===== src/design/sram_erase_pkg.sv =====
/*
 * constants, register map and state codes of the protected ram erase control.
 * assumes a 40 mhz ref_clk and a 32-bit avalon-mm register bus.
 */
package sram_erase_pkg;

  ////////////////////////////////////////////////////////////////////////////
  // bus and register map
  localparam int          BUS_AW        = 5;          // byte address width
  localparam int          BUS_DW        = 32;         // data width
  localparam logic [4:0]  OFS_CTRL      = 5'h00;      // routine start (security access)
  localparam logic [4:0]  OFS_STATUS    = 5'h04;      // busy and event levels
  localparam logic [4:0]  OFS_FLAG      = 5'h08;      // irq_flag_reg
  localparam logic [4:0]  OFS_ENSET     = 5'h0c;      // irq_enable_set_reg
  localparam logic [4:0]  OFS_ENCLR     = 5'h10;      // irq_enable_clear_reg
  localparam logic [4:0]  OFS_KEY       = 5'h14;      // scramble key
  localparam logic [4:0]  OFS_PGATE     = 5'h18;      // dynamic_power_gating_enable
  localparam logic [1:0]  RESP_OK       = 2'h0;       // avalon okay
  localparam logic [1:0]  RESP_SLVERR   = 2'h2;       // avalon slave error
  localparam logic [1:0]  RESP_DECERR   = 2'h3;       // avalon decode error

  ////////////////////////////////////////////////////////////////////////////
  // field positions
  localparam int          CTRL_START    = 0;          // start remanence routine
  localparam int          ST_REMAN      = 0;          // remanence busy
  localparam int          ST_ERASE      = 1;          // tamper erase busy
  localparam int          ST_TAMPER     = 2;          // synchronised tamper level
  localparam int          IRQ_W         = 2;          // interrupt sources
  localparam int          IRQ_DONE      = 0;          // remanence_done_flag
  localparam int          IRQ_RDERR     = 1;          // read error flag
  localparam logic [31:0] KEY_RESET     = 32'h0000_0000; // key after reset and erase
  localparam logic [0:0]  PGATE_RESET   = 1'h0;       // power gating off

  ////////////////////////////////////////////////////////////////////////////
  // protected ram walk
  localparam int          RAM_AW        = 8;          // ram word address width
  localparam logic [7:0]  RAM_LAST      = 8'hff;      // last word walked
  localparam logic [7:0]  RAM_FIRST     = 8'h00;      // first word walked
  localparam logic [31:0] ERASE_WORD    = 32'h0000_0000; // tamper erase pattern
  localparam logic [31:0] REMAN_WORD    = 32'haaaa_5555; // remanence overwrite pattern

  ////////////////////////////////////////////////////////////////////////////
  // routine state machine, one-hot
  typedef enum logic [2:0] {
    ST_IDLE   = 3'b001,
    ST_RUNREM = 3'b010,
    ST_RUNERA = 3'b100
  } routine_e;

endpackage


===== src/design/evt_sync3.sv =====
/*
 * three flip-flop synchroniser for one event level with rise pulse.
 * assumes the input comes from another clock domain or a pin.
 */
`timescale 1ns/1ps
module evt_sync3 (
  // clock and reset
  input  wire logic ref_clk,
  input  wire logic nrst,
  // asynchronous level in
  input  wire logic async_in,
  // synchronised outputs
  output logic      level_o,
  output logic      rise_o
);

  logic meta_r;                            // first stage, read by stage two only
  logic s2_r;                              // second stage
  logic s3_r;                              // third stage
  logic stable_r;                          // accepted level
  logic stable_nxt;                        // next accepted level

  ////////////////////////////////////////////////////////////////////////////
  // accept a change once stages two and three agree
  always_comb begin
    stable_nxt = (s2_r == s3_r) ? s3_r : stable_r;
  end

  // register all stages
  always_ff @(posedge ref_clk or negedge nrst) begin
    if (!nrst) begin
      meta_r   <= 1'b0;
      s2_r     <= 1'b0;
      s3_r     <= 1'b0;
      stable_r <= 1'b0;
    end else begin
      meta_r   <= async_in;
      s2_r     <= meta_r;
      s3_r     <= s2_r;
      stable_r <= stable_nxt;
    end
  end

  assign level_o = stable_r;
  assign rise_o  = stable_nxt & ~stable_r;  // one cycle on accepted rise

endmodule


===== src/design/irq_cell.sv =====
/*
 * one interrupt source: sticky flag, enable bit and request.
 * assumes set and write strobes are one-cycle pulses on ref_clk.
 */
`timescale 1ns/1ps
module irq_cell (
  // clock and reset
  input  wire logic ref_clk,
  input  wire logic nrst,
  // hardware event and software strobes
  input  wire logic set_i,
  input  wire logic flag_clr_i,
  input  wire logic en_set_i,
  input  wire logic en_clr_i,
  // state out
  output logic      flag_o,
  output logic      en_o,
  output logic      req_o
);

  logic flag_r;                            // sticky flag
  logic flag_nxt;
  logic en_r;                              // interrupt enable
  logic en_nxt;

  ////////////////////////////////////////////////////////////////////////////
  // next values: set wins over a clear in the same cycle
  always_comb begin
    flag_nxt = flag_r;
    if (set_i) begin
      flag_nxt = 1'b1;
    end else if (flag_clr_i) begin
      flag_nxt = 1'b0;
    end
    en_nxt = en_r;
    if (en_set_i) begin
      en_nxt = 1'b1;
    end else if (en_clr_i) begin
      en_nxt = 1'b0;
    end
  end

  // register flag and enable
  always_ff @(posedge ref_clk or negedge nrst) begin
    if (!nrst) begin
      flag_r <= 1'b0;
      en_r   <= 1'b0;
    end else begin
      flag_r <= flag_nxt;
      en_r   <= en_nxt;
    end
  end

  assign flag_o = flag_r;
  assign en_o   = en_r;
  assign req_o  = flag_r & en_r;

endmodule


===== src/design/secure_ram_erase_control.sv =====
/*
 * protected ram erase control: tamper full erase, remanence routine,
 * key register, two interrupt sources and a clock request for sleep.
 * assumes an avalon-mm master on ref_clk, tamper events from another
 * domain and a ram that accepts one word write per cycle.
 */
`timescale 1ns/1ps
module secure_ram_erase_control
  import sram_erase_pkg::*;
(
  // clock and reset
  input  wire logic                ref_clk,
  input  wire logic                nrst,
  // avalon-mm slave
  input  wire logic [BUS_AW-1:0]   avs_address,
  input  wire logic                avs_read,
  input  wire logic                avs_write,
  input  wire logic [BUS_DW-1:0]   avs_writedata,
  output logic      [BUS_DW-1:0]   avs_readdata,
  output logic      [1:0]          avs_response,
  output logic                     avs_waitrequest,
  // event system
  input  wire logic                tamper_evt,
  // protected ram
  input  wire logic                ram_rd_err,
  output logic                     ram_we,
  output logic      [RAM_AW-1:0]   ram_addr,
  output logic      [BUS_DW-1:0]   ram_wdata,
  output logic      [BUS_DW-1:0]   scramble_key,
  // power
  input  wire logic                sys_sleep,
  output logic                     clk_req,
  output logic                     dynamic_power_gating_enable,
  // interrupt
  output logic                     irq
);

  ////////////////////////////////////////////////////////////////////////////
  // declarations
  logic                tamper_lvl;          // synchronised tamper level
  logic                tamper_rise;         // one-cycle tamper start
  routine_e            state_r;             // routine state
  routine_e            state_nxt;
  logic [RAM_AW-1:0]   addr_r;              // walk address
  logic [RAM_AW-1:0]   addr_nxt;
  logic [BUS_DW-1:0]   key_r;               // scramble key
  logic [BUS_DW-1:0]   key_nxt;
  logic                pgate_r;             // power gating enable
  logic                pgate_nxt;
  logic                ack_r;               // bus answer phase
  logic                ack_nxt;
  logic [BUS_DW-1:0]   rdata_r;             // read data
  logic [BUS_DW-1:0]   rdata_nxt;
  logic [1:0]          resp_r;              // response code
  logic [1:0]          resp_nxt;
  logic                wr_go;               // write takes effect now
  logic                sec_hit;             // access to security register
  logic                sec_block;           // security access refused
  logic                start_req;           // software start of remanence
  logic                reman_done;          // remanence finished this cycle
  logic [IRQ_W-1:0]    flag_w;              // flags
  logic [IRQ_W-1:0]    en_w;                // enables
  logic [IRQ_W-1:0]    req_w;               // per-source requests
  logic [IRQ_W-1:0]    set_w;               // hardware set pulses

  ////////////////////////////////////////////////////////////////////////////
  // tamper event crossing into the bus clock
  evt_sync3 u_tamper_sync (
    .ref_clk  (ref_clk),
    .nrst     (nrst),
    .async_in (tamper_evt),
    .level_o  (tamper_lvl),
    .rise_o   (tamper_rise)
  );

  ////////////////////////////////////////////////////////////////////////////
  // bus decode helpers
  assign wr_go     = avs_write & ack_r;     // write lands when waitrequest is low
  assign sec_hit   = (avs_address == OFS_CTRL);
  assign sec_block = sec_hit & (state_r == ST_RUNERA);
  assign start_req = wr_go & sec_hit & ~sec_block & avs_writedata[CTRL_START];

  ////////////////////////////////////////////////////////////////////////////
  // routine next state: tamper wins over anything running
  always_comb begin
    state_nxt  = state_r;
    addr_nxt   = addr_r;
    reman_done = 1'b0;
    case (state_r)
      ST_IDLE: begin
        if (tamper_rise) begin
          state_nxt = ST_RUNERA;
          addr_nxt  = RAM_FIRST;
        end else if (start_req) begin
          state_nxt = ST_RUNREM;
          addr_nxt  = RAM_FIRST;
        end
      end
      ST_RUNREM: begin
        if (tamper_rise) begin
          state_nxt = ST_RUNERA;
          addr_nxt  = RAM_FIRST;
        end else if (addr_r == RAM_LAST) begin
          state_nxt  = ST_IDLE;
          reman_done = 1'b1;
        end else begin
          addr_nxt = addr_r + 1'b1;
        end
      end
      ST_RUNERA: begin
        if (tamper_rise) begin
          addr_nxt = RAM_FIRST;             // fresh tamper restarts the sweep
        end else if (addr_r == RAM_LAST) begin
          state_nxt = ST_IDLE;
        end else begin
          addr_nxt = addr_r + 1'b1;
        end
      end
      default: begin
        state_nxt = ST_IDLE;
        addr_nxt  = RAM_FIRST;
      end
    endcase
  end

  // register routine state
  always_ff @(posedge ref_clk or negedge nrst) begin
    if (!nrst) begin
      state_r <= ST_IDLE;
      addr_r  <= RAM_FIRST;
    end else begin
      state_r <= state_nxt;
      addr_r  <= addr_nxt;
    end
  end

  // ram write port driven by whichever routine runs
  always_comb begin
    ram_we    = (state_r != ST_IDLE);
    ram_addr  = addr_r;
    ram_wdata = (state_r == ST_RUNERA) ? ERASE_WORD : REMAN_WORD;
  end

  ////////////////////////////////////////////////////////////////////////////
  // key and power gating registers
  // key follows the erase for its whole duration: a write that lands
  // mid-erase is lost silently, so software must rewrite it afterwards
  always_comb begin
    key_nxt   = key_r;
    pgate_nxt = pgate_r;
    if (tamper_rise || state_r == ST_RUNERA) begin
      key_nxt = KEY_RESET;
    end else if (wr_go && avs_address == OFS_KEY) begin
      key_nxt = avs_writedata;
    end
    if (wr_go && avs_address == OFS_PGATE) begin
      pgate_nxt = avs_writedata[0];
    end
  end

  // register key and gating bit
  always_ff @(posedge ref_clk or negedge nrst) begin
    if (!nrst) begin
      key_r   <= KEY_RESET;
      pgate_r <= PGATE_RESET;
    end else begin
      key_r   <= key_nxt;
      pgate_r <= pgate_nxt;
    end
  end

  assign scramble_key                = key_r;
  assign dynamic_power_gating_enable = pgate_r;

  ////////////////////////////////////////////////////////////////////////////
  // interrupt sources
  assign set_w[IRQ_DONE]  = reman_done;
  assign set_w[IRQ_RDERR] = ram_rd_err;

  genvar gi;
  generate
    for (gi = 0; gi < IRQ_W; gi++) begin : g_irq
      irq_cell u_cell (
        .ref_clk    (ref_clk),
        .nrst       (nrst),
        .set_i      (set_w[gi]),
        .flag_clr_i (wr_go & (avs_address == OFS_FLAG) & avs_writedata[gi]),
        .en_set_i   (wr_go & (avs_address == OFS_ENSET) & avs_writedata[gi]),
        .en_clr_i   (wr_go & (avs_address == OFS_ENCLR) & avs_writedata[gi]),
        .flag_o     (flag_w[gi]),
        .en_o       (en_w[gi]),
        .req_o      (req_w[gi])
      );
    end
  endgenerate

  assign irq = |req_w;

  ////////////////////////////////////////////////////////////////////////////
  // sleep: logic never gated, clock asked for while work is pending
  assign clk_req = sys_sleep & (tamper_lvl | (state_r != ST_IDLE));

  ////////////////////////////////////////////////////////////////////////////
  // bus answer: one wait cycle, then data and response hold until the next access
  // a refused security access still answers after one wait cycle, so the
  // master never stalls; only the response code tells it apart
  always_comb begin
    ack_nxt   = (avs_read | avs_write) & ~ack_r;
    rdata_nxt = rdata_r;
    resp_nxt  = resp_r;
    if ((avs_read || avs_write) && !ack_r) begin
      rdata_nxt = '0;
      resp_nxt  = RESP_OK;
      case (avs_address)
        OFS_CTRL: begin
          if (sec_block) begin
            resp_nxt = RESP_SLVERR;
          end else begin
            rdata_nxt[CTRL_START] = (state_r == ST_RUNREM);
          end
        end
        OFS_STATUS: begin
          rdata_nxt[ST_REMAN]  = (state_r == ST_RUNREM);
          rdata_nxt[ST_ERASE]  = (state_r == ST_RUNERA);
          rdata_nxt[ST_TAMPER] = tamper_lvl;
        end
        OFS_FLAG:  rdata_nxt[IRQ_W-1:0] = flag_w;
        OFS_ENSET: rdata_nxt[IRQ_W-1:0] = en_w;
        OFS_ENCLR: rdata_nxt[IRQ_W-1:0] = en_w;
        OFS_KEY:   rdata_nxt = '0;          // key is write only, no error
        OFS_PGATE: rdata_nxt[0] = pgate_r;
        default:   resp_nxt = RESP_DECERR;  // unmapped address
      endcase
    end
  end

  // register bus answer
  always_ff @(posedge ref_clk or negedge nrst) begin
    if (!nrst) begin
      ack_r   <= 1'b0;
      rdata_r <= '0;
      resp_r  <= RESP_OK;
    end else begin
      ack_r   <= ack_nxt;
      rdata_r <= rdata_nxt;
      resp_r  <= resp_nxt;
    end
  end

  assign avs_waitrequest = (avs_read | avs_write) & ~ack_r;
  assign avs_readdata    = rdata_r;
  assign avs_response    = resp_r;

  ////////////////////////////////////////////////////////////////////////////
  // checks
  chk_tamper_first: assert property (@(posedge ref_clk) disable iff (!nrst)
    tamper_rise |=> (state_r == ST_RUNERA) && (addr_r == RAM_FIRST))
    else $error("tamper did not start full erase");

  chk_reman_abort: assert property (@(posedge ref_clk) disable iff (!nrst)
    (state_r == ST_RUNREM) && tamper_rise |=> !ram_we || ram_wdata == ERASE_WORD)
    else $error("remanence not stopped by tamper");

  chk_key_drop: assert property (@(posedge ref_clk) disable iff (!nrst)
    (state_r == ST_RUNERA) && wr_go && avs_address == OFS_KEY
      |-> avs_response == RESP_OK ##1 key_r == KEY_RESET)
    else $error("key write during erase not dropped quietly");

  chk_sec_error: assert property (@(posedge ref_clk) disable iff (!nrst)
    (state_r == ST_RUNERA) && avs_write && !ack_r && sec_hit
      |=> avs_response == RESP_SLVERR && !avs_waitrequest)
    else $error("security access during erase not errored");

  chk_done_flag: assert property (@(posedge ref_clk) disable iff (!nrst)
    (state_r == ST_RUNREM) && addr_r == RAM_LAST && !tamper_rise
      |=> flag_w[IRQ_DONE] && state_r == ST_IDLE)
    else $error("remanence end did not set done flag");

  chk_rderr_flag: assert property (@(posedge ref_clk) disable iff (!nrst)
    ram_rd_err |=> flag_w[IRQ_RDERR])
    else $error("read error did not set flag");

  chk_irq_hold: assert property (@(posedge ref_clk) disable iff (!nrst)
    irq && !wr_go |=> irq)
    else $error("interrupt dropped without clear or disable");

  chk_irq_raise: assert property (@(posedge ref_clk) disable iff (!nrst)
    wr_go && avs_address == OFS_ENSET && avs_writedata[IRQ_RDERR] && flag_w[IRQ_RDERR]
      |=> irq)
    else $error("enabled flag gave no interrupt");

  chk_flag_clear: assert property (@(posedge ref_clk) disable iff (!nrst)
    wr_go && avs_address == OFS_FLAG && avs_writedata[IRQ_RDERR] && !ram_rd_err
      |=> !flag_w[IRQ_RDERR])
    else $error("write one did not clear flag");

  chk_clk_request: assert property (@(posedge ref_clk) disable iff (!nrst)
    sys_sleep && tamper_rise |=> clk_req)
    else $error("no clock request for sleeping event");

endmodule


===== config.mk =====
export PLATFORM = sky130hd
export DESIGN_NAME = secure_ram_erase_control
export DESIGN_NICKNAME = d
export VERILOG_FILES = /design/src/design/sram_erase_pkg.sv /design/src/design/evt_sync3.sv /design/src/design/irq_cell.sv /design/src/design/secure_ram_erase_control.sv
export SDC_FILE = /design/constraint.sdc
export NUM_CORES = 1
export LEC_CHECK = 0
export BUFFER_PORTS_ARGS = -buffer_cell sky130_fd_sc_hd__buf_4
export CORE_MARGIN = 10
export CORE_UTILIZATION = 49
export DETAILED_ROUTE_END_ITERATION = 10
export PLACE_DENSITY = 0.86
export SYNTH_ARGS = -nofsm -noshare
export SYNTH_HDL_FRONTEND = slang
export SYNTH_SLANG_ARGS = --single-unit

===== constraint.sdc =====
create_clock -name ref_clk -period 3.4 [get_ports ref_clk]
set_input_delay 0.34 -clock ref_clk [delete_from_list [all_inputs] [get_ports ref_clk]]
set_output_delay 0.34 -clock ref_clk [all_outputs]
set_load 0.02 [all_outputs]

* After elaboration in Yosys (flattened, before gate mapping)
Cells that the tools add are included.
Storage, ports and cells: register bits 58, input port bits 44, word-level logic and storage cells 105
Operators by class: add/sub/neg operators 1, equality and inequality tests 15, multiplexer cells 32, bitwise operators 24, reduce and logical (&&, ||, !) cells 18
Operator list (count):
- $mux 32 | 3
- $mux 8 | 4
- $and 1x1->1 | 19
- $pmux 8 s2 | 1
- $eq 5x5->1 const B | 3
- $mux 3 | 5
- $mux 1 | 14
- $eq 5x4->1 const B | 2
- $reduce_bool 2->1 | 5
- $pmux 3 s3 | 1
- $add 8x1->8 const B | 1
- $eq 8x8->1 const B | 1
- $ne 3x3->1 const B | 2
- $reduce_or 2->1 | 3
- $reduce_or 6->1 | 1
- $eq 5x3->1 const B | 1
- $logic_not 5->1 | 1
- $pmux 1 s5 | 1
- $pmux 2 s2 | 1
- $reduce_and 2->1 | 2
- $eq 3x1->1 const B | 1
- $eq 3x2->1 const B | 1
- $eq 3x3->1 const B | 1
- $logic_and 1x1->1 | 3
- 9 further kinds | 13

* Logic depth before layout (Yosys ltp)
Gate-level depths: netlist of run 1.
depth after elaboration 8, gate-level depth with buffers 7, mapped depth without buffers 6

* Cells and area by module
A second synthesis of run 1 with hierarchy kept.
Unflattened totals: cells, all modules 282, area total of the unflattened synthesis 3015.4 um^2
Modules (own cells, without submodules):
- secure_ram_erase_control | instances 1, cells an instance 262, area an instance 2736.4 um^2, seq. area each 1252.5 um^2
- irq_cell | instances 2, cells an instance 7, area an instance 78.8 um^2, seq. area each 50.0 um^2
- evt_sync3 | instances 1, cells an instance 6, area an instance 121.4 um^2, seq. area each 100.1 um^2

* Least setup slack after synthesis of run 1
OpenSTA, ideal clock, no wires.
path type register to register, from register state_r[0], to register key_r[0], in the netlist scramble_key[0], setup time 0.066 ns, data arrival time 1.727 ns, setup slack 1.607 ns, cell stages (with the launch flop) 8, buffers on the path 3, period minus slack after synthesis 1.793 ns, path through dfstp_2 or3b_1 buf_2 o21ai_2 nor4bb_1 buf_2 buf_6 a22o_1
On the way: cells in the longest elaborated chain, start to end 3
Ends and longest elaborated chain:
- start: declaration | RTL line secure_ram_erase_control.sv:42 | routine_e state_r;
- start signal: assignment | RTL line secure_ram_erase_control.sv:132 | state_r <= state_nxt;
- $eq 3x3->1 * | RTL line secure_ram_erase_control.sv:151 | if (tamper_rise || state_r == ST_RUNERA) begin
- $logic_or 1x1->1 * | RTL line secure_ram_erase_control.sv:151
- $mux 32 / $reduce_bool 2->1 (equally long branches)
- end signal: assignment | RTL line secure_ram_erase_control.sv:167 | key_r <= key_nxt;
- end: declaration | RTL line secure_ram_erase_control.sv:46 | logic [BUS_DW-1:0] key_r;
Every way passes the cells marked *; elsewhere a longest branch is shown, timed or not. A chain may end at the register's enable or synchronous reset.

* Worst setup path after layout of run 1
from register state_r[0], to register key_r[20], in the netlist scramble_key[20]
The elaborated chain is that of the path after synthesis.

==> results of run 1 <==
-- sequential cells by signal, indices dropped and copies added (netlist names) --
signal / cells
scramble_key: 32
ram_addr: 8
avs_readdata: 3
state_r: 3
avs_response: 2
g_irq.u_cell.en_o: 2
g_irq.u_cell.flag_o: 2
ack_r: 1
dynamic_power_gating_enable: 1
u_tamper_sync.level_o: 1
u_tamper_sync.meta_r: 1
u_tamper_sync.s2_r: 1
u_tamper_sync.s3_r: 1
-- critical path, stage by stage, from the launching register on --
cell	delay (ns)
dfstp_2	0.58
or3b_1	0.54
o21ai_2	0.19
nor4bb_4	0.30
buf_4	0.36
a22o_1	0.19
-- cell usage in the layout, fill, tap and decap left out, types with 2 or more instances in the layout --
cell and instances:
inv_1 6, or2_2 2, clkinv_4 2, o21ai_1 2, a21oi_1 12, o41ai_1 2, nand3_1 9, o31ai_1 2
a31o_2 2, conb_1 45, mux2_2 2, buf_4 111, a311oi_1 2, nor2b_1 3, dfrtp_1 57, nor3b_1 3
clkinv_2 3, nand2_1 17, o21ai_0 7, nor3_1 5, nor2_1 6, a22o_1 34, a31oi_1 5, clkbuf_8 9
-- metal layers --
layer	vias to the layer above	wire length, um
met1	1112	3150
li1	1076	-
met2	101	3710
met3	9	616
met5	-	0
met4	0	88
-- power breakdown --
part | leakage (nW) | total [W] | switching [W] | internal, W
registers | 0.779 | 0.000797 | 0.0000518 | 0.000745
clock network | 0.0990 | 0.000615 | 0.000278 | 0.000336
logic | 1.01 | 0.000487 | 0.000300 | 0.000186
total | 1.89 | 0.00190 | 0.000630 | 0.00127
-- how the worst max path moves through the flow --
stage                                       from                            to  slack (ns)  cells after the start
after floorplan           state_r[0]$_DFFE_PN1P_   scramble_key[0]$_DFFE_PN0P_        1.61                      7
after global placement    state_r[0]$_DFFE_PN1P_   scramble_key[5]$_DFFE_PN0P_        1.29                      5
after detailed placement  state_r[0]$_DFFE_PN1P_  scramble_key[10]$_DFFE_PN0P_        1.18                      5
after CTS                 state_r[0]$_DFFE_PN1P_   scramble_key[5]$_DFFE_PN0P_        1.17                      5
after global routing      state_r[0]$_DFFE_PN1P_  scramble_key[31]$_DFFE_PN0P_         1.0                      5
final                     state_r[0]$_DFFE_PN1P_  scramble_key[20]$_DFFE_PN0P_        1.16                      5
-- metrics by stage --
stage	util	instances	hold slack (ns)	total power [W]	worst slack (ns)
after global routing	0.634	450	0.102	0.00200	0.997
after global placement	0.601	434	0.336	0.00128	1.29
after detailed placement	0.601	434	0.336	0.00130	1.18
final	0.634	450	0.0616	0.00190	1.16
after CTS	0.634	450	0.0796	0.00192	1.17
after floorplan	-	322	0.0444	0.00116	1.61
-- kinds of logic (layout without fill, tap and decap cells) --
logic type / after synthesis / in the layout / synth area share
AND/OR/NAND/NOR: 56 / 56 / 0.104
XOR/XNOR: 1 / 1 / 0.00296
other: 1 / 45 / 0.00127
flip-flops: 58 / 58 / 0.491
AO/OA/AOI/OAI: 78 / 78 / 0.197
buffers and inverters: 80 / 133 / 0.189
multiplexers: 3 / 3 / 0.0110
adder cells (fa/ha/maj): 1 / 1 / 0.00423
-- final cells by class --
class | count | share of cell area
well taps | 75 | 0.0252
multi-input cells | 184 | 0.304
clock buffers | 9 | 0.0332
flip-flops and latches | 58 | 0.389
clock inverters | 7 | 0.0188
inverters | 6 | 0.00604
repair buffers | 111 | 0.223
==> flow_summary.ini, run 1 <==
[global_routing]
grt_use_met2 = 0.249
grt_overflow_total = 0
use_met3 = 0.0654
antenna_found_initial = 0
grt_start_max_net_pins = 59
grt_usage = 0.154
grt_pass1_vias = 2490
gr-max-usage-layer = met2
grt_pass1_wl_mm = 12.3
met1_usage = 0.173

[setup_path]
worstReg2RegStart = state_r[0]$_DFFE_PN1P_
arrival_ns = 2.50
critPathRequiredTime_ns = 3.66
reg2reg_depth = 5
crit_path_end_kind = register
start_kind = register
r2r_setup_slack_ns = 1.16
r2r_end = scramble_key[20]$_DFFE_PN0P_
criticalPathCategory = reg -> reg
crit_fanout = 32

[die]
num_rows = 28
start_util = 0.503
die_area_mm2 = 0.00955
die_w_um = 97.7
dieHeight_um = 97.7
coreArea_mm2 = 0.00589
ioPinCount = 155

[timing]
period_share = 0.658
final.setup_skew_ns = 0.00925
max_freq_mhz = 447
relSlewSlack = 0.530
setup_violations = 0
fin_setup_tns_ns = 0
hold_viol = 0
worstMarginPinSlew_ns = 0.705
layout_min_cycle_time_ns = 2.24
rsz0062_at_grt = false
maxSlewViolCount = 0

[power]
ir_worst_vdd_uv = 244
p_per_area_mw_per_mm2 = 509
power_leakage_nw = 1.89

[routing]
routed_wirelength_mm = 7.56
antenna_left = 0
drtIter0Drc = 40
vias = 2298
drc = 0
drt-wirelength-per-cell_um = 16.8
via_per_inst = 5.11
dr.pass1.iters = 4

[logic_synthesis]
ys.flop_type = dfrtp_1
synth_cell_types = 48
ys_warn_count = 0
yosys-top-cells-area = dfrtp_1, buf_4, a22o_1
synth_edf_count = 0
synth_seq_cells = 58
synth_most_common_cell = buf_4
yosys.area.top_type_share = 0.482
synth_commonest_cells = buf_4, dfrtp_1, a22o_1
ys_seq_area_frac = 0.491
syn_area_mm2 = 0.00296
synth_cells = 278
synth_async_sr_flop_share = 1.00
syn_avg_cell_area_um2 = 10.6
synth_largest_area_cell = dfrtp_1

[outcome]
status = finished, final reports clean

[cells_and_area]
syn2layout_area_growth_pct = 26.0
fill_cells = 478
multi_input_area_mm2 = 0.00113
drive_gt1_frac = 0.371
regArea_mm2 = 0.00145
design_area_mm2 = 0.00373
final_nets = 415
diodes = 0

[cts]
clk_latency_ns = 0.33
cts_buffer_depth = 2
htreeDepth = 3
cts_resized = 0
clock_sink_count = 58
cts_tree = built
root_buffer = clkbuf_8
numCtsBuffers = 9
post_cts_buffers = 0
ctsHoldBuffers = 0
cts.clk_slew.worst_paths_ns = 0.07

[run]
cap_violations = 0

[placed_design]
place_congestion = 0.795
place_hpwl_mm = 5.64
place_area_mm2 = 0.00354
io_buffers = 109

[min_path]
hp-class = in -> async
Note: power is estimated with default switching activity, not from simulation.
==> run 2, diff against run 1 <==
- ABC_AREA: not set -> 1
- CORE_UTILIZATION: 49 -> 47
- PLACE_DENSITY: 0.86 -> 0.81
- clock period: 3.4 -> 2.11 ns (I/O delays scaled with it)
==> run 2 against run 1 <==
Cell count grew 31%; routed wire length grew 6.1%; sequential share of layout area shrank 2.6 points; synthesized area grew 8.3%; clock power grew 45%; register-to-register slack lost 0.77 ns.
==> flow_summary.ini, run 2 <==
[routing]
dr.pass1.iters = 4
drc = 0
antenna_left = 0
via_per_inst = 4.62
drt-wirelength-per-cell_um = 13.6
routed_wirelength_mm = 8.03
drtIter0Drc = 79
vias = 2729

[die]
coreArea_mm2 = 0.00672
ioPinCount = 155
die_w_um = 103
num_rows = 30
dieHeight_um = 103
die_area_mm2 = 0.0105
start_util = 0.477

[setup_path]
crit_fanout = 32
start_kind = register
critPathRequiredTime_ns = 2.36
crit_path_end_kind = register
criticalPathCategory = reg -> reg
arrival_ns = 1.96

[logic_synthesis]
synth_cell_types = 32
synth_largest_area_cell = dfrtp_1
synth_simple_gate_area_frac = 0.233
syn_area_mm2 = 0.00321
synth_compound_area_frac = 0.0824
ys_seq_area_frac = 0.453
synth_most_common_cell = nand2_1
synth_seq_cells = 58
yosys.area.top_type_share = 0.445
synth_async_sr_flop_share = 1.00
synthAdderAreaFrac = 0.00390
synth.mux.area_fraction = 0
synth_commonest_cells = nand2_1, buf_4, dfrtp_1, inv_1, o21ai_0
yosys-top-cells-area = dfrtp_1, buf_4, nand2_1
synth_edf_count = 0
synth_cells = 404
ys.flop_type = dfrtp_1
yosys.area_share.xor_xnor = 0
syn_avg_cell_area_um2 = 7.93
ys_warn_count = 0
synth_top_family_by_area = simple AND/OR/NAND/NOR gates

[global_routing]
grt_usage = 0.150
use_met3 = 0.0918
grt_overflow_total = 0
grt_start_max_net_pins = 59
grt_pass1_vias = 2620
grt_use_met2 = 0.224
antenna_found_initial = 0
grt_pass1_wl_mm = 12.4
met1_usage = 0.169
gr-max-usage-layer = met2

[timing]
fin_hold_ws_ns = 0.0439
fin_setup_tns_ns = 0
layout_min_cycle_time_ns = 1.71
setup_violations = 0
rsz0062_at_grt = false
maxSlewViolCount = 0
final.setup_skew_ns = 0.0129
worstMarginPinSlew_ns = 0.739
relSlewSlack = 0.507
hold_viol = 0
setup_slack_ns = 0.397
period_share = 0.812
max_freq_mhz = 584

[cts]
root_buffer = clkbuf_8
htreeDepth = 3
cts_resized = 0
cts_tree = built
cts_buffer_depth = 2
numCtsBuffers = 9
cts.clk_slew.worst_paths_ns = 0.07
clock_sink_count = 58
clk_latency_ns = 0.34

[placed_design]
place_hpwl_mm = 6.21
placedCellCount = 573
place_congestion = 0.868
io_buffers = 109
pre_cts_ws_ns = 0.401

[cells_and_area]
drive_gt1_frac = 0.276
final_cell_mix = buf_4, nand2_1, inv_1, dfrtp_1, conb_1
stdcell_count = 591
diodes = 0
final_nets = 551
largest_register_ffs = 32
syn2layout_area_growth_pct = 24.6
final_common_cell = buf_4

[run]
cap_violations = 0

[min_path]
hp-class = in -> reg

[power]
power_leakage_nw = 2.10
ir_worst_vdd_uv = 393
p_per_area_mw_per_mm2 = 741

[outcome]
status = finished, final reports clean
==> run 2: cell types whose count changed after synthesis, moves of 3 or more <==
cell,before,now
nand2_1,17,96
inv_1,6,57
a22o_1,34,1
o21ai_0,7,34
nor2_1,6,29
nand3_1,9,29
a21oi_1,12,2
buf_2,9,2
a31oi_1,6,1
nand3_2,0,3
nor2b_1,3,0
==> run 2: what timing repair did <==
action / CTS / global route
hold endpoints to repair: 58 / 0
setup buffers: 0 / 0
hold buffers: 2 / 0
endpoints found under the setup margin: 0 / 0
==> run 2: report_power, final <==
| group | switching, W | internal, W |
|---|---|---|
| Combinational | 0.000535 | 0.000273 |
| Clock | 0.000443 | 0.000451 |
| Sequential | 0.0000583 | 0.00120 |
==> run 2: worst paths after layout <==
check / cells after the start / slack [ns] / start / to
max: 8 / 0.40 / u_tamper_sync.s2_r$_DFF_PN0_ / scramble_key[14]$_DFFE_PN0P_
min: 2 / 0.04 / ram_rd_err / g_irq[1].u_cell.flag_o$_DFFE_PN0P_
max reg2reg: 8 / 0.40 / u_tamper_sync.s2_r$_DFF_PN0_ / scramble_key[14]$_DFFE_PN0P_
min reg2reg: 0 / 0.35 / u_tamper_sync.meta_r$_DFF_PN0_ / u_tamper_sync.s2_r$_DFF_PN0_
max in group asynchronous: 2 / 1.15 / nrst / u_tamper_sync.s3_r$_DFF_PN0_
min in group asynchronous: 2 / 0.48 / nrst / scramble_key[12]$_DFFE_PN0P_
==> run 2: final cells by class <==
cell class / count / area [um^2]
Clock buffer: 11 / 141
Clock inverter: 5 / 30.0
Fill cell: 617 / 2730
Inverter: 58 / 218
Multi-Input combinational cell: 265 / 1190
Sequential cell: 58 / 1450
Tap cell: 80 / 100
Timing Repair Buffer: 114 / 861
==> run 2: worst max-delay path: stages, from the launching register on <==
cell and delay, ns:
dfrtp_1 0.38, nand2_1 0.10, nor2_2 0.07, inv_1 0.29
nand2_1 0.16, nor2_4 0.12, buf_4 0.31, nand2_1 0.09
o21ai_0 0.09
==> run 2: logic make-up after synthesis <==
| logic type | Yosys count |
|---|---|
| buffers and inverters | 125 |
| and+or+nand+nor | 171 |
| other | 1 |
| AOI/OAI and AO/OA | 48 |
| DFF | 58 |
| adders and majority gates | 1 |
==> run 2: per-layer routing <==
layer / wire length (um) / up-vias
li1: - / 1352
met1: 3100 / 1240
met2: 3640 / 129
met3: 1200 / 8
met4: 84 / 0
met5: 0 / -
==> run 2: metrics by stage <==
| stage | total power, W | util | area (um^2) |
|---|---|---|---|
| 2_1_floorplan | 0.00186 | - | 3370 |
| 3_3_place_gp | 0.00207 | 0.566 | 3800 |
| 3_5_place_dp | 0.00209 | 0.566 | 3800 |
| 4_1_cts | 0.00299 | 0.594 | 3990 |
| 5_1_grt | 0.00314 | 0.594 | 3990 |
| 6_report | 0.00296 | 0.594 | 3990 |
==> run 3, diff against run 2 <==
- ABC_AREA: 1 -> 0
- CORE_UTILIZATION: 47 -> 41
- PLACE_DENSITY: 0.81 -> 0.77
- clock period: 2.11 -> 1.49 ns (I/O delays scaled with it)
==> run 3 against run 2 <==
The flow now finishes with violations (negative setup slack); clock power rose by 66%; critical path depth fell by 4; total power rose by 87%; non-clock buffer count rose by 48; die area rose by 4.7%; sequential share of layout area fell by 4.1 points; clock skew fell by 0.0086 ns; via count fell by 5.8%; design area rose by 13%; sequential cell count did not move; sequential power rose by 45%; setup slack got worse by 0.65 ns.
==> flow_summary.ini, run 3 (synthesis results as in run 1) <==
[outcome]
status = finished, violations left
failed_checks = negative setup slack

[cells_and_area]
diodes = 0
drive_gt1_frac = 0.501
largest_register_ffs = 32
final_common_cell = buf_4
final_cell_mix = buf_4, dfrtp_1, conb_1, a22o_1
syn2layout_area_growth_pct = 52.1
fill_cells = 535
design_area_mm2 = 0.00450
final_nets = 466

[power]
sw_frac_of_total = 0.324
pwr-share-comb = 0.403
p_sw_w = 0.00180
p_per_area_mw_per_mm2 = 1230
power_leakage_nw = 2.23
ir_worst_vdd_uv = 541
seqPwrFrac = 0.330
clockPowerShare = 0.268
intPower_w = 0.00374

[die]
ioPinCount = 155
num_rows = 30
coreArea_mm2 = 0.00691
die_w_um = 105
start_util = 0.429
die_area_mm2 = 0.0110
dieHeight_um = 105

[timing]
period_share = 1.17
max_freq_mhz = 574
setup_slack_ns = -0.252
maxSlewViolCount = 0
layout_min_cycle_time_ns = 1.74
relSlewSlack = 0.628
setup_violations = 61
fin_setup_tns_ns = -12.87
final.setup_skew_ns = 0.00429
hold_viol = 0
worstMarginPinSlew_ns = 0.554
rsz0062_at_grt = true

[setup_path]
crit_fanout = 17
critPathBufInv = 3
arrival_ns = 1.59
criticalPathCategory = reg -> out
r2r_setup_slack_ns = -0.25
crit_slowest_cell = or3b_4
path_delay_family = buffers and inverters
start_kind = register
slowest_delay_ns = 0.41
crit_chain = buf_6 > or3b_4 > buf_12 > buf_4
crit_cells = 4
critPathRequiredTime_ns = 1.34
crit_path_end_kind = primary output
reg2reg_depth = 7
r2r_end = avs_readdata[1]$_DFFE_PN0P_
worstReg2RegStart = state_r[1]$_DFFE_PN0P_

[cts]
root_buffer = clkbuf_8
cts_tree = built
clk_latency_ns = 0.32
cts_buffer_depth = 2
clock_sink_count = 58
numCtsBuffers = 9
htreeDepth = 3
cts.clk_slew.worst_paths_ns = 0.06

[routing]
drt-wirelength-per-cell_um = 18.1
via_per_inst = 4.94
drc = 0
routed_wirelength_mm = 9.45
drtIter0Drc = 105
vias = 2572
dr.pass1.iters = 4
antenna_left = 0

[global_routing]
antenna_found_initial = 0
grt_pass1_vias = 2776
grt_start_max_net_pins = 42
grt_pass1_wl_mm = 13.7
grt_overflow_total = 0
grt_usage = 0.151

[placed_design]
place_area_mm2 = 0.00380
place_congestion = 0.864
place_hpwl_mm = 6.15
io_buffers = 109

[min_path]
hp-class = in -> reg
min_to = scramble_key[7]$_DFFE_PN0P_
min_delay_path_depth = 2
holdCritStartpoint = avs_writedata[7]

[run]
cap_violations = 0
run 3: cell count changes in the layout (fill, tap and decap cells not counted), sizes merged, moves of 5 or more:
cell | previous run | this run
inv | 58 | 6
a22o | 1 | 34
o21ai | 41 | 10
a31oi | 1 | 6
a21oi | 2 | 12
nand2 | 97 | 17
buf | 112 | 157
nor2 | 32 | 6
nand3 | 32 | 9
run 3: worst max-delay path by stage:
stage	from	to	slack [ns]
3_5_place_dp	state_r[0]$_DFFE_PN1P_	ram_addr[4]$_DFFE_PN0P_	-0.22
2_1_floorplan	state_r[0]$_DFFE_PN1P_	scramble_key[0]$_DFFE_PN0P_	-0.16
3_3_place_gp	state_r[0]$_DFFE_PN1P_	ram_addr[4]$_DFFE_PN0P_	-0.18
5_1_grt	state_r[0]$_DFFE_PN1P_	scramble_key[13]$_DFFE_PN0P_	-0.29
6_report	state_r[1]$_DFFE_PN0P_	ram_wdata[12]	-0.25
4_1_cts	state_r[1]$_DFFE_PN0P_	scramble_key[0]$_DFFE_PN0P_	-0.26
run 3: worst reg2reg max path: stages, from the launching register on:
cell and delay [ns]:
dfrtp_1 0.40, buf_6 0.13, or3b_4 0.41, buf_4 0.16, buf_6 0.12, nor3b_2 0.14, a311oi_1 0.07, o31ai_1 0.21
run 3: metrics by stage:
stage	setup WS [ns]	power [W]	util	hold slack [ns]	std cells
global placement	-0.184	0.00311	0.551	0.0312	478
global route	-0.293	0.00579	0.652	0.0269	521
detailed placement	-0.223	0.00315	0.551	0.0358	478
CTS	-0.263	0.00527	0.627	0.0156	517
floorplan	-0.157	0.00270	-	-0.147	322
finish	-0.252	0.00554	0.652	0.0341	521
run 3: what timing repair did:
action	4_1_cts	5_1_grt
pin swaps	15	22
resized for setup	26	28
hold buffers	3	0
hold endpoints to repair	59	0
setup endpoints to repair	63	65
setup buffers	20	5
gates cloned	2	3
run 3: layout make-up:
cell class,count,area (um^2),share of cell area
Clock inverter,2,35.0,0.00778
Clock buffer,13,169,0.0375
Multi-Input combinational cell,184,1320,0.293
Timing Repair Buffer,162,1380,0.307
Inverter,6,22.5,0.00500
Sequential cell,58,1460,0.323
Tap cell,96,120,0.0267
run 3: power groups by stage:
stage	registers [W]	clock network, W	logic [W]
after detailed placement	0.00182	0	0.00133
after global placement	0.00182	0	0.00130
after floorplan	0.00192	0	0.000774
after CTS	0.00180	0.00152	0.00194
after global routing	0.00184	0.00158	0.00237
final	0.00183	0.00148	0.00223
run 3: metal layers:
metal  GRT usage  vias to the layer above  part of all wire
met2       0.251                      121              0.50
met4      0.0637                        0             0.015
met3      0.0639                       14             0.090
met5           0                        -                 0
li1            -                     1188                 -
met1       0.165                     1249              0.39
